[src/core/phyies_pkg.sv]
// Constants, field layout and bus carriers of the PHY interrupt enable and status block
// Function
// - Quick status bit 1: polarity, resets to 1
// - Quick status bit 0 mirrors jabber, not cleared
// - Interrupt only for enabled, occurred events
// - Bit 15: autonegotiation error enable and flag
// - Bit 14: speed change enable and flag
// - Bit 13: duplex change enable and flag
// - Bit 12: page received enable and flag
// - Bit 11: autonegotiation complete enable and flag
// - Bit 10: link status change enable and flag
// - Bit 8: false carrier enable and flag
// - Bit 6: crossover change enable and flag
// - Enable bits 5-3: downshift, sleep, wake
// - Enable bits 2-0: MAC error, polarity, jabber
// - Flags set even when not enabled
// - Flags latch, cleared by the read returning one
// - Flag bits 5-0 latch the six low events
// - Config bit selects interrupt pin level, reset 1
package phyies_pkg;
    localparam int REG_W = 16;
    localparam int DATA_W = 32;
    localparam int BYTE_SHIFT = 2;
    localparam int IDX_W = 6;
    localparam int AXI_ADDR_W = IDX_W + BYTE_SHIFT;

    // Register indexes; byte address is four times the index
    localparam logic [IDX_W-1:0] IDX_QUICK_STATUS = 6'h11;
    localparam logic [IDX_W-1:0] IDX_IRQ_ENABLE = 6'h12;
    localparam logic [IDX_W-1:0] IDX_IRQ_STATUS = 6'h13;
    localparam logic [IDX_W-1:0] IDX_IRQ_CONFIG = 6'h14;

    // Event bit positions, shared by enable and status registers
    localparam int BIT_AN_ERROR = 15;
    localparam int BIT_RATE_CHANGE = 14;
    localparam int BIT_DUPLEX_CHANGE = 13;
    localparam int BIT_PAGE_RECEIVED = 12;
    localparam int BIT_AN_DONE = 11;
    localparam int BIT_LINK_CHANGE = 10;
    localparam int BIT_FALSE_CARRIER = 8;
    localparam int BIT_CROSSOVER_CHANGE = 6;
    localparam int BIT_DOWNSHIFT = 5;
    localparam int BIT_SLEEP_CHANGE = 4;
    localparam int BIT_WAKE_PACKET = 3;
    localparam int BIT_MAC_IF_ERROR = 2;
    localparam int BIT_POLARITY_CHANGE = 1;
    localparam int BIT_JABBER = 0;
    localparam logic [REG_W-1:0] EVENT_IMPL_MASK = 16'hFD7F;

    localparam int QS_BIT_POLARITY = 1;
    localparam int QS_BIT_JABBER = 0;
    localparam int CFG_BIT_IRQ_ACTIVE_LOW = 13;

    localparam logic [REG_W-1:0] ENABLE_RST = 16'h0000;
    localparam logic [REG_W-1:0] STATUS_RST = 16'h0000;
    localparam logic POLARITY_RST = 1'b1;
    localparam logic JABBER_RST = 1'b0;
    localparam logic IRQ_ACTIVE_LOW_RST = 1'b1;

    localparam logic [1:0] RESP_OKAY = 2'h0;
    localparam logic [1:0] RESP_SLVERR = 2'h2;

    typedef struct packed {
        logic [AXI_ADDR_W-1:0] addr;
        logic [2:0] prot;
    } phyies_addr_t;

    typedef struct packed {
        logic [DATA_W-1:0] data;
        logic [DATA_W/8-1:0] strb;
    } phyies_wdata_t;

    typedef struct packed {
        logic [DATA_W-1:0] data;
        logic [1:0] resp;
    } phyies_rdata_t;
endpackage : phyies_pkg

[src/core/phyies_flag_bank.sv]
// Bank of latched event flags, set by event pulses and cleared per bit
`timescale 1ns/10ps
module phyies_flag_bank #(
    parameter int WIDTH = 16,
    parameter logic [WIDTH-1:0] IMPL_MASK = '1
) (
    input wire logic i_clk,
    input wire logic i_rst,
    input wire logic [WIDTH-1:0] i_set,
    input wire logic [WIDTH-1:0] i_clear,
    output logic [WIDTH-1:0] o_flags
);
    import phyies_pkg::*;

    if (WIDTH < 1 || WIDTH > REG_W) begin : g_bad_width
        $error("phyies_flag_bank: WIDTH must be 1 to REG_W");
    end

    for (genvar i = 0; i < WIDTH; i++) begin : g_bit
        if (IMPL_MASK[i]) begin : g_impl
            logic flag_reg;
            logic flag_next;

            // Set wins over clear so an event in the clearing cycle survives
            always_comb begin
                flag_next = (flag_reg & ~i_clear[i]) | i_set[i];
            end

            always_ff @(posedge i_clk or posedge i_rst) begin
                if (i_rst) begin
                    flag_reg <= STATUS_RST[i];
                end else begin
                    flag_reg <= flag_next;
                end
            end

            assign o_flags[i] = flag_reg;
        end else begin : g_rsvd
            assign o_flags[i] = 1'b0;
        end
    end
endmodule : phyies_flag_bank

[src/core/phyies_top.sv]
// Interrupt enable, latched event status and quick status registers behind AXI4-Lite
`timescale 1ns/10ps
module phyies_top (
    input wire logic i_clk,
    input wire logic i_rst,
    // Write address channel
    input wire logic i_awvalid,
    output logic o_awready,
    input wire phyies_pkg::phyies_addr_t i_aw,
    // Write data channel
    input wire logic i_wvalid,
    output logic o_wready,
    input wire phyies_pkg::phyies_wdata_t i_w,
    // Write response channel
    output logic o_bvalid,
    input wire logic i_bready,
    output logic [1:0] o_bresp,
    // Read address channel
    input wire logic i_arvalid,
    output logic o_arready,
    input wire phyies_pkg::phyies_addr_t i_ar,
    // Read data channel
    output logic o_rvalid,
    input wire logic i_rready,
    output phyies_pkg::phyies_rdata_t o_r,
    // Event sources and line status
    input wire logic [phyies_pkg::REG_W-1:0] i_event_pulse,
    input wire logic i_pol_correct,
    input wire logic i_jabber_detect,
    // Interrupt
    output logic o_irq_pin,
    output logic o_irq_pending
);
    import phyies_pkg::*;

    // Address decode: word aligned and index match
    function automatic logic reg_hit(input logic [AXI_ADDR_W-1:0] addr,
                                     input logic [IDX_W-1:0] idx);
        reg_hit = (addr[BYTE_SHIFT-1:0] == '0) && (addr[AXI_ADDR_W-1:BYTE_SHIFT] == idx);
    endfunction : reg_hit

    // Byte lanes 0 and 1 cover the 16-bit registers; upper lanes are ignored
    function automatic logic [REG_W-1:0] lane_mask(input logic [DATA_W/8-1:0] strb);
        lane_mask = {{8{strb[1]}}, {8{strb[0]}}};
    endfunction : lane_mask

    // Write path state
    logic aw_held_reg;
    logic aw_held_next;
    logic [AXI_ADDR_W-1:0] aw_addr_reg;
    logic [AXI_ADDR_W-1:0] aw_addr_next;
    logic w_held_reg;
    logic w_held_next;
    phyies_wdata_t w_reg;
    phyies_wdata_t w_next;
    logic bvalid_reg;
    logic bvalid_next;
    logic [1:0] bresp_reg;
    logic [1:0] bresp_next;

    // Software registers
    logic [REG_W-1:0] enable_reg;
    logic [REG_W-1:0] enable_next;
    logic active_low_reg;
    logic active_low_next;

    // Read path state
    logic rvalid_reg;
    logic rvalid_next;
    phyies_rdata_t r_reg;
    phyies_rdata_t r_next;

    // Status and interrupt state
    logic pol_reg;
    logic pol_next;
    logic jab_reg;
    logic jab_next;
    logic irq_pin_reg;
    logic irq_pin_next;
    logic pending_reg;
    logic pending_next;

    logic [REG_W-1:0] flags;
    logic [REG_W-1:0] flag_clear;
    logic [REG_W-1:0] event_set;
    logic aw_fire;
    logic w_fire;
    logic ar_fire;
    logic do_write;
    logic [REG_W-1:0] wmask;
    logic [REG_W-1:0] wdata16;
    logic [REG_W-1:0] quick_view;
    logic [REG_W-1:0] config_view;
    logic [REG_W-1:0] rd_word;
    logic rd_hit;
    logic rd_is_status;
    logic any_enabled_pending;

    assign o_awready = ~aw_held_reg & ~bvalid_reg;
    assign o_wready = ~w_held_reg & ~bvalid_reg;
    assign o_arready = ~rvalid_reg;
    assign o_bvalid = bvalid_reg;
    assign o_bresp = bresp_reg;
    assign o_rvalid = rvalid_reg;
    assign o_r = r_reg;
    assign o_irq_pin = irq_pin_reg;
    assign o_irq_pending = pending_reg;

    assign aw_fire = i_awvalid & o_awready;
    assign w_fire = i_wvalid & o_wready;
    assign ar_fire = i_arvalid & o_arready;
    // Write is committed once both halves are held, in whichever order they came
    assign do_write = aw_held_reg & w_held_reg & ~bvalid_reg;

    // Write channel handling
    always_comb begin
        aw_held_next = aw_held_reg;
        aw_addr_next = aw_addr_reg;
        w_held_next = w_held_reg;
        w_next = w_reg;
        bvalid_next = bvalid_reg;
        bresp_next = bresp_reg;
        if (aw_fire) begin
            aw_held_next = 1'b1;
            aw_addr_next = i_aw.addr;
        end
        if (w_fire) begin
            w_held_next = 1'b1;
            w_next = i_w;
        end
        if (do_write) begin
            aw_held_next = 1'b0;
            w_held_next = 1'b0;
            bvalid_next = 1'b1;
            if (reg_hit(aw_addr_reg, IDX_QUICK_STATUS) || reg_hit(aw_addr_reg, IDX_IRQ_ENABLE)
                || reg_hit(aw_addr_reg, IDX_IRQ_STATUS) || reg_hit(aw_addr_reg, IDX_IRQ_CONFIG)) begin
                bresp_next = RESP_OKAY;
            end else begin
                bresp_next = RESP_SLVERR;
            end
        end else if (bvalid_reg && i_bready) begin
            bvalid_next = 1'b0;
        end
    end

    always_ff @(posedge i_clk or posedge i_rst) begin
        if (i_rst) begin
            aw_held_reg <= 1'b0;
            aw_addr_reg <= '0;
            w_held_reg <= 1'b0;
            w_reg <= '0;
            bvalid_reg <= 1'b0;
            bresp_reg <= RESP_OKAY;
        end else begin
            aw_held_reg <= aw_held_next;
            aw_addr_reg <= aw_addr_next;
            w_held_reg <= w_held_next;
            w_reg <= w_next;
            bvalid_reg <= bvalid_next;
            bresp_reg <= bresp_next;
        end
    end

    // Enable and config registers
    assign wmask = lane_mask(w_reg.strb);
    assign wdata16 = w_reg.data[REG_W-1:0];

    // Writes to the quick status and event status registers are ignored
    always_comb begin
        enable_next = enable_reg;
        active_low_next = active_low_reg;
        if (do_write && reg_hit(aw_addr_reg, IDX_IRQ_ENABLE)) begin
            // Reserved bits 9 and 7 stay zero
            enable_next = ((enable_reg & ~wmask) | (wdata16 & wmask))
                & EVENT_IMPL_MASK;
        end
        if (do_write && reg_hit(aw_addr_reg, IDX_IRQ_CONFIG)
            && wmask[CFG_BIT_IRQ_ACTIVE_LOW]) begin
            active_low_next = wdata16[CFG_BIT_IRQ_ACTIVE_LOW];
        end
    end

    always_ff @(posedge i_clk or posedge i_rst) begin
        if (i_rst) begin
            enable_reg <= ENABLE_RST;
            active_low_reg <= IRQ_ACTIVE_LOW_RST;
        end else begin
            enable_reg <= enable_next;
            active_low_reg <= active_low_next;
        end
    end

    // Latched event flags
    // Events latch regardless of their enable bits
    assign event_set = i_event_pulse & EVENT_IMPL_MASK;
    // Only the bits returned as one by this read are cleared
    assign flag_clear = (ar_fire && rd_is_status) ? flags : '0;

    phyies_flag_bank #(
        .WIDTH(REG_W),
        .IMPL_MASK(EVENT_IMPL_MASK)
    ) u_flags (
        .i_clk(i_clk),
        .i_rst(i_rst),
        .i_set(event_set),
        .i_clear(flag_clear),
        .o_flags(flags)
    );

    // Quick status sampling
    // Sampled copies; reading does not disturb them
    always_comb begin
        pol_next = i_pol_correct;
        jab_next = i_jabber_detect;
    end

    always_ff @(posedge i_clk or posedge i_rst) begin
        if (i_rst) begin
            pol_reg <= POLARITY_RST;
            jab_reg <= JABBER_RST;
        end else begin
            pol_reg <= pol_next;
            jab_reg <= jab_next;
        end
    end

    // Read channel handling
    always_comb begin
        quick_view = '0;
        quick_view[QS_BIT_POLARITY] = pol_reg;
        quick_view[QS_BIT_JABBER] = jab_reg;
        config_view = '0;
        config_view[CFG_BIT_IRQ_ACTIVE_LOW] = active_low_reg;
    end

    always_comb begin
        rd_word = '0;
        rd_hit = 1'b1;
        rd_is_status = 1'b0;
        if (reg_hit(i_ar.addr, IDX_QUICK_STATUS)) begin
            rd_word = quick_view;
        end else if (reg_hit(i_ar.addr, IDX_IRQ_ENABLE)) begin
            rd_word = enable_reg;
        end else if (reg_hit(i_ar.addr, IDX_IRQ_STATUS)) begin
            rd_word = flags;
            rd_is_status = 1'b1;
        end else if (reg_hit(i_ar.addr, IDX_IRQ_CONFIG)) begin
            rd_word = config_view;
        end else begin
            rd_hit = 1'b0;
        end
    end

    always_comb begin
        rvalid_next = rvalid_reg;
        r_next = r_reg;
        if (ar_fire) begin
            rvalid_next = 1'b1;
            r_next.data = {{(DATA_W-REG_W){1'b0}}, rd_word};
            r_next.resp = rd_hit ? RESP_OKAY : RESP_SLVERR;
        end else if (rvalid_reg && i_rready) begin
            rvalid_next = 1'b0;
        end
    end

    always_ff @(posedge i_clk or posedge i_rst) begin
        if (i_rst) begin
            rvalid_reg <= 1'b0;
            r_reg <= '0;
        end else begin
            rvalid_reg <= rvalid_next;
            r_reg <= r_next;
        end
    end

    // Interrupt output
    // Level output: stays up until every enabled flag is read away or has its enable bit written to zero
    assign any_enabled_pending = |(flags & enable_reg);

    always_comb begin
        pending_next = any_enabled_pending;
        // Pin is driven low for pending when the active-low option is set
        irq_pin_next = any_enabled_pending ^ active_low_reg;
    end

    always_ff @(posedge i_clk or posedge i_rst) begin
        if (i_rst) begin
            pending_reg <= 1'b0;
            irq_pin_reg <= IRQ_ACTIVE_LOW_RST;
        end else begin
            pending_reg <= pending_next;
            irq_pin_reg <= irq_pin_next;
        end
    end
endmodule : phyies_top

[config.mk]
export PLATFORM = sky130hd
export DESIGN_NAME = phyies_top
export DESIGN_NICKNAME = d
export VERILOG_FILES = /design/src/core/phyies_pkg.sv /design/src/core/phyies_flag_bank.sv /design/src/core/phyies_top.sv
export SDC_FILE = /design/constraint.sdc
export NUM_CORES = 1
export LEC_CHECK = 0
export BUFFER_PORTS_ARGS = -buffer_cell sky130_fd_sc_hd__clkbuf_2
export CAP_MARGIN = 20
export CORE_UTILIZATION = 31
export DETAILED_ROUTE_END_ITERATION = 8
export SKIP_CTS_REPAIR_TIMING = 1
export SLEW_MARGIN = 10
export SYNTH_ARGS = -nofsm -noshare
export SYNTH_HDL_FRONTEND = slang
export SYNTH_SLANG_ARGS = --single-unit
[constraint.sdc]
create_clock -name i_clk -period 4.8 [get_ports i_clk]
set_clock_uncertainty 0.15 [all_clocks]
set_input_delay 0.72 -clock i_clk [delete_from_list [all_inputs] [get_ports i_clk]]
set_output_delay 0.72 -clock i_clk [all_outputs]
set_load 0.02 [all_outputs]
-- Word level (Yosys, flattened, before mapping)
Index checks and enable logic that the tools add are counted.
- word-level logic and storage cells: 143
- bits in registers: 83
- bits of input ports: 83
- output and inout bits: 43
- mux-type cells: 22
- equal/unequal tests: 8
- reductions and logical operators: 24
- bitwise logic cells: 59
- operator list (operator ; count):
    16-bit 2-to-1 mux ; 4
    16-bit bitwise AND ; 3
    6-bit by 5-bit equality test with 1-bit output, second input constant ; 8
    1-bit bitwise AND ; 21
    1-bit inverter ; 18
    16-bit inverter ; 1
    16-bit OR ; 1
    16-bit OR reduction ; 1
    1-bit 2-to-1 mux ; 15
    1-bit logical AND ; 14
    14-bit 2-to-1 mux ; 1
    1-bit OR ; 14
    2-bit nonzero test ; 4
    2-bit zero test ; 2
    2-bit 2-to-1 mux ; 2
    1-bit logical OR ; 3
    1-bit XOR ; 1

-- Logic depth before layout (Yosys ltp)
Gate-level depths: netlist of run 1.
- depth after elaboration: 10
- mapped depth: 6
- mapped depth without buffers: 4

-- By module
A second synthesis of run 1 with hierarchy kept.
- cell total of the unflattened synthesis: 298
- area total of the unflattened synthesis: 3614.7 um^2
- modules (own cells, without submodules) (module ; cells an instance ; sequential area each (um^2) ; instances ; area an instance (um^2)):
    phyies_top ; 238 ; 1630.3 ; 1 ; 2979.1
    phyies_flag_bank ; 60 ; 350.3 ; 1 ; 635.6

-- Least setup slack after synthesis of run 1
No wires, ideal clock.
- path type: input -> register
- start: in i_ar[3] (netlist name)
- end: reg u_flags.g_bit[0].g_impl.flag_reg
- slack: 2841 ps
- arrival time: 1691 ps
- stages: 6
- setup time: 118 ps
- buffers on the path: 2
- data required time: 4532 ps
- path through: nor3b_2 -> nand4_1 -> or2_1 -> buf_6 -> buf_6 -> a21o_1
- longest elaborated chain between the ends: 10
- elaborated cells between the ends (all ways): 12
- classes of those cells: mux: 4; bitwise: 3; reduce/logical: 5
- ends and longest elaborated chain (what ; line ; source):
    from (decl) ; phyies_top.sv:21 ; input wire phyies_pkg::phyies_addr_t i_ar,
    2-bit zero test (*) ; phyies_top.sv:39 ; reg_hit = (addr[BYTE_SHIFT-1:0] == '0) && (addr[AXI_ADDR_W-1:BYTE_SHIFT] == idx);
    1-bit logical AND ; phyies_top.sv:39 ;
    1-bit 2-to-1 mux ; phyies_top.sv:244 ; end else if (reg_hit(i_ar.addr, IDX_IRQ_STATUS)) begin
    1-bit 2-to-1 mux ; phyies_top.sv:242 ; end else if (reg_hit(i_ar.addr, IDX_IRQ_ENABLE)) begin
    1-bit 2-to-1 mux (*) ; phyies_top.sv:240 ; if (reg_hit(i_ar.addr, IDX_QUICK_STATUS)) begin
    1-bit logical AND (*) ; phyies_top.sv:197 ; assign flag_clear = (ar_fire && rd_is_status) ? flags : '0;
    16-bit 2-to-1 mux (*) ; phyies_top.sv:197 ;
    1-bit inverter (*) ; phyies_flag_bank.sv:26 ; flag_next = (flag_reg & ~i_clear[i]) | i_set[i];
    1-bit bitwise AND (*) ; phyies_flag_bank.sv:26 ;
    1-bit OR (*) ; phyies_flag_bank.sv:26 ;
    net u_flags.g_bit[0].g_impl.flag_next ; phyies_flag_bank.sv:22 ; logic flag_next;
    to (signal assigned) ; phyies_flag_bank.sv:31 ; flag_reg <= STATUS_RST[i];
    to (signal assigned) ; phyies_flag_bank.sv:33 ; flag_reg <= flag_next;
    to (decl) ; phyies_flag_bank.sv:21 ; logic flag_reg;
Mark *: on every way through the listed nets, which the timed path passes. The rest lies on a longest branch.
A chain may end at the register's enable or synchronous reset.

-- Worst setup path in the final report of run 1
- start: in i_ar[3] (netlist name)
- end: reg u_flags.g_bit[15].g_impl.flag_reg
- longest elaborated chain between the ends: 10
- elaborated cells between the ends (all ways): 12
- classes of those cells: mux: 4; bitwise: 3; reduce/logical: 5
- ends and longest elaborated chain (what ; line):
    2-bit zero test (*) ; phyies_top.sv:39
    1-bit logical AND ; phyies_top.sv:39
    1-bit 2-to-1 mux ; phyies_top.sv:244
    1-bit 2-to-1 mux ; phyies_top.sv:242
    1-bit 2-to-1 mux (*) ; phyies_top.sv:240
    1-bit logical AND (*) ; phyies_top.sv:197
    16-bit 2-to-1 mux (*) ; phyies_top.sv:197
    1-bit inverter (*) ; phyies_flag_bank.sv:26
    1-bit bitwise AND (*) ; phyies_flag_bank.sv:26
    1-bit OR (*) ; phyies_flag_bank.sv:26
    net u_flags.g_bit[15].g_impl.flag_next ; phyies_flag_bank.sv:22
    to (signal assigned) ; phyies_flag_bank.sv:31
    to (signal assigned) ; phyies_flag_bank.sv:33
    to (decl) ; phyies_flag_bank.sv:21
Marks and branches as above.

==> impl_results.md, run 1 <==
* Status: finished clean
* Worst-Margin Slew at 0.7955 ns
* Syn_area_per_cell at 12.74 sq um
* CP cell instances: clkbuf_2, nor3b_2, nand4_1, or2_1, a21o_2
* Routed WL at 6725 um
* Vias in the first global route at 2153
* Clk pin slew, worst setup/hold paths at 0.08 ns
* Hold Crit Class: input port to flop
* H-tree Lvls at 3
* Initial antenna violation count at 0
* DRC Markers at 0
* Post-DP HPWL at 4990 um
* Crit path required time at 4.89 ns
* Setup tns final at 0 ns
* Leak Pwr at 1.877 nW
* Final Cycle Share at 0.4920
* Pins over their slew limit at 0
* Row Count at 37
* Worst skew pair latency at 0.35 ns
* Max-slew headroom at 0.4697
* Area growth syn-to-layout at 18.03%
* Crit path time final at 2.362 ns
* Final Hold Fails at 0
* CTS max path bufs at 2
* Clock Power Share at 0.265
* Vias per cell at 4.488
* Synth unique cells at 37
* Total power at 0.001754 W
* Cell area after synthesis at 3338 sq um
* Nets at 422
* Mapped Cells at 262
* Full die area at 11190 sq um
* Routed vias at 2154
* Power Dens Cells at 445.2 nW/um^2
* CTS root buf: clkbuf_8
* Port bufs at 77
* CP Buf/Inv Count at 1
* F_max at 423.4 MHz
* Number of diodes at 0
* Area of the core at 10370 sq um
* Clk sinks at 77
* I/O pins at 126
* Internal power at 0.001224 W
* Average wire per standard cell at 14.01 um
* Commonest non-fill, non-tap cell in the layout: clkbuf_2
* Combinational Power Share at 0.230
* Non-filler cells in the finished layout at 480
* Global route overflow at 0
* Overall routing resource usage at 0.1324
* Top delay family on crit path: simple AND/OR/NAND/NOR gates
* Final GP Congestion at 0.6918
* YS warnings at 0
* Die Height at 105.8 um
* Post-Place Cells at 464
* CTS tree: yes
* Pre-antenna DRT Iters at 4
* CP arrival at 2.45 ns
* Startpoint types: input port
* Switching Fraction at 0.3021
* CP max stage cell: or2_1
* Primary FF master, synth: dfrtp_1
* Core Util, Final at 0.3799
* Worst path max stage delay at 0.62 ns
* CP Capture Type: flop
* Worst Path Max Fanout at 14
* Die X at 105.8 um
* WS Path Type: input port to flop
* Share of layout cells above drive strength 1 at 0.4186
* Final number of setup-violating endpoints at 0
* Most frequent cells in the layout: clkbuf_2, dfrtp_1, mux2_2, conb_1, nand2_1
* CTS Buf Count at 9
* Synth async-reset ratio at 1.000
* Starting Density at 0.3219
* Worst vdd ir at 0.2471 mV
* Synth Register Bits at 77
* Total of max-cap violations at 0
* Sequential area share after synthesis at 0.5783
* Sequential share of power at 0.505
* Global-route wire length before repair at 11240 um
* Post-synth EDFFs at 0
* Unrepaired setup endpoints after global routing: no
* Switching power at 0.0005299 W
* Remaining antenna violation count at 0
* DRT iter0 DRCs at 82
* Pin count of the biggest net entering global routing at 43
==> worst paths after layout <==
path,from,end,slack (ns),cells after the start
setup / recovery,i_ar[3],u_flags.g_bit[15].g_impl.flag_reg,2.44,5
hold / removal,i_pol_correct,pol_reg,0.31,1
setup reg to reg,o_rvalid,u_flags.g_bit[15].g_impl.flag_reg,2.50,4
hold reg to reg,o_r[1],o_r[1],0.32,2
max in group asynchronous,i_rst,active_low_reg,3.15,3
min in group asynchronous,i_rst,w_reg[8],0.32,2
==> power by group through the flow <==
stage | sequential [W] | clock (W) | combinational, W
finish | 0.000886 | 0.000465 | 0.000403
global route | 0.000909 | 0.000511 | 0.000453
CTS | 0.000888 | 0.000485 | 0.000411
detailed placement | 0.000901 | 0 | 0.000410
global placement | 0.000894 | 0 | 0.000398
floorplan | 0.000889 | 0 | 0.000317
==> per-layer routing <==
metal  wire length (um)  part of all wire  up-vias  track usage
met5                  0                 0        -            0
met4                 65            0.0097        0      0.04464
met3                471             0.070        8      0.04453
met2               3245              0.48       80       0.2082
met1               2942              0.44     1042       0.1705
li1                   -                 -     1024            -
==> cells in the mapped netlist, types with 2 or more instances <==
cell type	count	area share
dfrtp_1	74	0.55
mux2_2	41	0.14
buf_4	24	0.054
nand2_1	19	0.021
a21o_1	16	0.036
o21ai_0	16	0.024
mux2i_1	11	0.033
nor2_1	8	0.0090
a22oi_1	7	0.016
inv_1	5	0.0056
nor2b_1	4	0.0075
buf_2	3	0.0045
dfstp_2	3	0.024
nand4_1	3	0.0056
and2_1	2	0.0037
and4_1	2	0.0052
buf_6	2	0.0067
clkbuf_1	2	0.0022
xnor2_1	2	0.0052
==> area by class of cell <==
cell class,count,area (sq um)
Inverter,5,18.77
Fill cell,1072,6430
Tap cell,136,170.2
Clock inverter,5,41.29
Clock buffer,11,151.4
Timing Repair Buffer,78,392.9
Sequential cell,77,1931
Multi-Input combinational cell,168,1235
==> per-stage QoR <==
step	setup slack (ns)	hold WS [ns]	instance area [sq um]
2_1_floorplan	1.968	0.3161	3410
3_3_place_gp	2.056	0.3093	3747
3_5_place_dp	2.010	0.3064	3747
4_1_cts	2.385	0.2984	3940
5_1_grt	2.238	0.2912	3940
6_report	2.438	0.3136	3940
==> cells by family after synthesis <==
kind of cell,share of synthesized area
DFF,0.5783
muxes,0.1713
and+or+nand+nor,0.07571
AOI/OAI and AO/OA,0.09258
buffers and inverters,0.07309
xor gates and xnor gates,0.007873
other,0.001123
==> worst register-to-register path, delay by kind of cell (launching register included) <==
kind / cells / cell delay [ns]
flops: 1 / 0.41
compound gates: 1 / 0.29
simple gates: 3 / 1.34
No activity file was read; power rests on OpenSTA's default activity.
==> inputs of run 2 (changes only) <==
clock period = 2.35 ns   (was 4.8 ns; I/O delays follow)
==> run 2 against run 1 <==
  * Combinational power rose by 110%
  * Sequential cell count did not move
  * Sequential share of layout area fell by 1.4 points
  * Die area did not move
  * Global-route usage fell by 0.36 points
  * Critical path depth fell by 1
  * Core utilization rose by 1.1 points
  * Sequential power rose by 100%
  * Via count rose by 1.9%
  * Largest cell class unchanged
  * Largest power group unchanged
==> impl_results.md, run 2 (synthesis gave the netlist of run 1 again) <==
* Post-DP HPWL at 5132 um (+2.9%)
* Most frequent cells in the layout: clkbuf_2, dfrtp_1, mux2_2, conb_1, nand2_1
* CP arrival at 2.06 ns (-0.39 ns)
* CP cell instances: nand2b_1, nor4_2, and4_1, mux2_2
* CTS tree: yes
* Die X at 105.8 um (unchanged)
* Worst skew pair latency at 0.35 ns (about the same)
* Commonest non-fill, non-tap cell in the layout: clkbuf_2
* Vias in the first global route at 2196 (+2.0%)
* Row Count at 37 (unchanged)
* Die Height at 105.8 um (unchanged)
* Worst vdd ir at 0.5812 mV (+140%)
* Clk sinks at 77 (unchanged)
* Full die area at 11190 sq um (unchanged)
* Crit path time final at 1.982 ns
* Worst Path Max Fanout at 7 (-7)
* Share of layout cells above drive strength 1 at 0.4205 (+0.001850)
* Worst-Margin Slew at 0.6327 ns (-0.1628 ns)
* Average wire per standard cell at 13.85 um (-1.1%)
* Global-route wire length before repair at 10830 um (-3.7%)
* Max-slew headroom at 0.5772 (+0.1075)
* H-tree Lvls at 3 (unchanged)
* Initial antenna violation count at 0 (unchanged)
* Fillers at 1033 (-3.6%)
* Status: finished clean
* Core Util, Final at 0.3910 (+0.01110)
* Port bufs at 77 (unchanged)
* CTS Buf Count at 9 (unchanged)
* CP Buf/Inv Count at 0 (-1)
* CP max stage cell: and4_1
* WS Path Type: flop to flop
* Routed WL at 6761 um (+0.54%)
* Pins over their slew limit at 0 (unchanged)
* Post-Place Cells at 469 (+1.1%)
* Worst path max stage delay at 0.51 ns (-0.11 ns)
* Non-filler cells in the finished layout at 488 (+1.7%)
* Startpoint types: flop
* Power Dens Cells at 927.6 nW/um^2 (+110%)
* DRC Markers at 0 (unchanged)
* Crit path required time at 2.43 ns (-2.46 ns)
* CP Capture Type: flop
* Area growth syn-to-layout at 21.48%
* F_max at 504.5 MHz
* Final Hold Fails at 0 (unchanged)
* Starting Density at 0.3219 (unchanged)
* Remaining antenna violation count at 0 (unchanged)
* Top delay family on crit path: simple AND/OR/NAND/NOR gates
* Setup tns final at 0 ns (unchanged)
* CTS max path bufs at 2 (unchanged)
* Area of the core at 10370 sq um (unchanged)
* Global route overflow at 0 (unchanged)
* Unrepaired setup endpoints after global routing: no
* CTS root buf: clkbuf_8
* Nets at 430 (+1.9%)
* Pin count of the biggest net entering global routing at 28 (-35%)
* Total of max-cap violations at 0 (unchanged)
* Number of diodes at 0 (unchanged)
* DRT iter0 DRCs at 50 (-39%)
* Final GP Congestion at 0.7139 (+3.2%)
* Hold Crit Class: input port to flop
* Overall routing resource usage at 0.1288 (-0.003598)
* Final number of setup-violating endpoints at 0 (unchanged)
* I/O pins at 126 (unchanged)
* Final Cycle Share at 0.8434
* Vias per cell at 4.498 (+0.23%)
* Leak Pwr at 1.935 nW (+3.1%)
* Routed vias at 2195 (+1.9%)
* Pre-antenna DRT Iters at 4 (unchanged)
* Clk pin slew, worst setup/hold paths at 0.08 ns (about the same)
## run 2: final cells by class
cell class / count / area, sq um / area share
Timing Repair Buffer: 86 / 473.0 / 0.1166
Sequential cell: 77 / 1931 / 0.4761
Tap cell: 136 / 170.2 / 0.04196
Multi-Input combinational cell: 168 / 1235 / 0.3045
Inverter: 5 / 22.52 / 0.005554
Clock buffer: 11 / 141.4 / 0.03487
Clock inverter: 5 / 82.58 / 0.02036
## run 2: worst reg2reg max path: cells and delay by family (launching register included)
| kind | cells | cell delay [ns] |
|---|---|---|
| muxes | 1 | 0.39 |
| DFF | 1 | 0.38 |
| and+or+nand+nor | 3 | 0.96 |
## run 2: final timing paths
kind                                 from        end  slack (ns)  cells after the start
setup reg to reg           aw_addr_reg[1]       flop        0.37                      4
min in group asynchronous           i_rst   o_bvalid        0.44                      3
setup / recovery           aw_addr_reg[1]       flop        0.37                      4
max in group asynchronous           i_rst  o_irq_pin        0.97                      4
hold reg to reg                    o_r[1]     o_r[1]        0.32                      2
hold / removal                   i_bready   o_bvalid        0.03                      2
## run 2: through the flow
step	instance area, sq um	hold slack, ns	power, W	setup WS [ns]
after floorplan	3413	0.2070	0.002463	0.4032
after global placement	3801	0.2778	0.002658	0.3863
after detailed placement	3801	0.2767	0.002699	0.3693
after CTS	4025	-0.1177	0.003820	0.3378
after global routing	4055	0.01971	0.003990	0.2471
final	4055	0.02642	0.003762	0.3680
## run 2: metal layers
metal	GRT usage	vias up	routed length (um)
met4	0.04861	0	58
met1	0.1559	1067	2978
li1	-	1043	-
met2	0.2096	79	3270
met3	0.04638	6	454
met5	0	-	0
## run 2: where the power goes
group          internal (W)  switching, W
combinational      0.000442      0.000400
sequential          0.00162      0.000188
clock              0.000631      0.000476
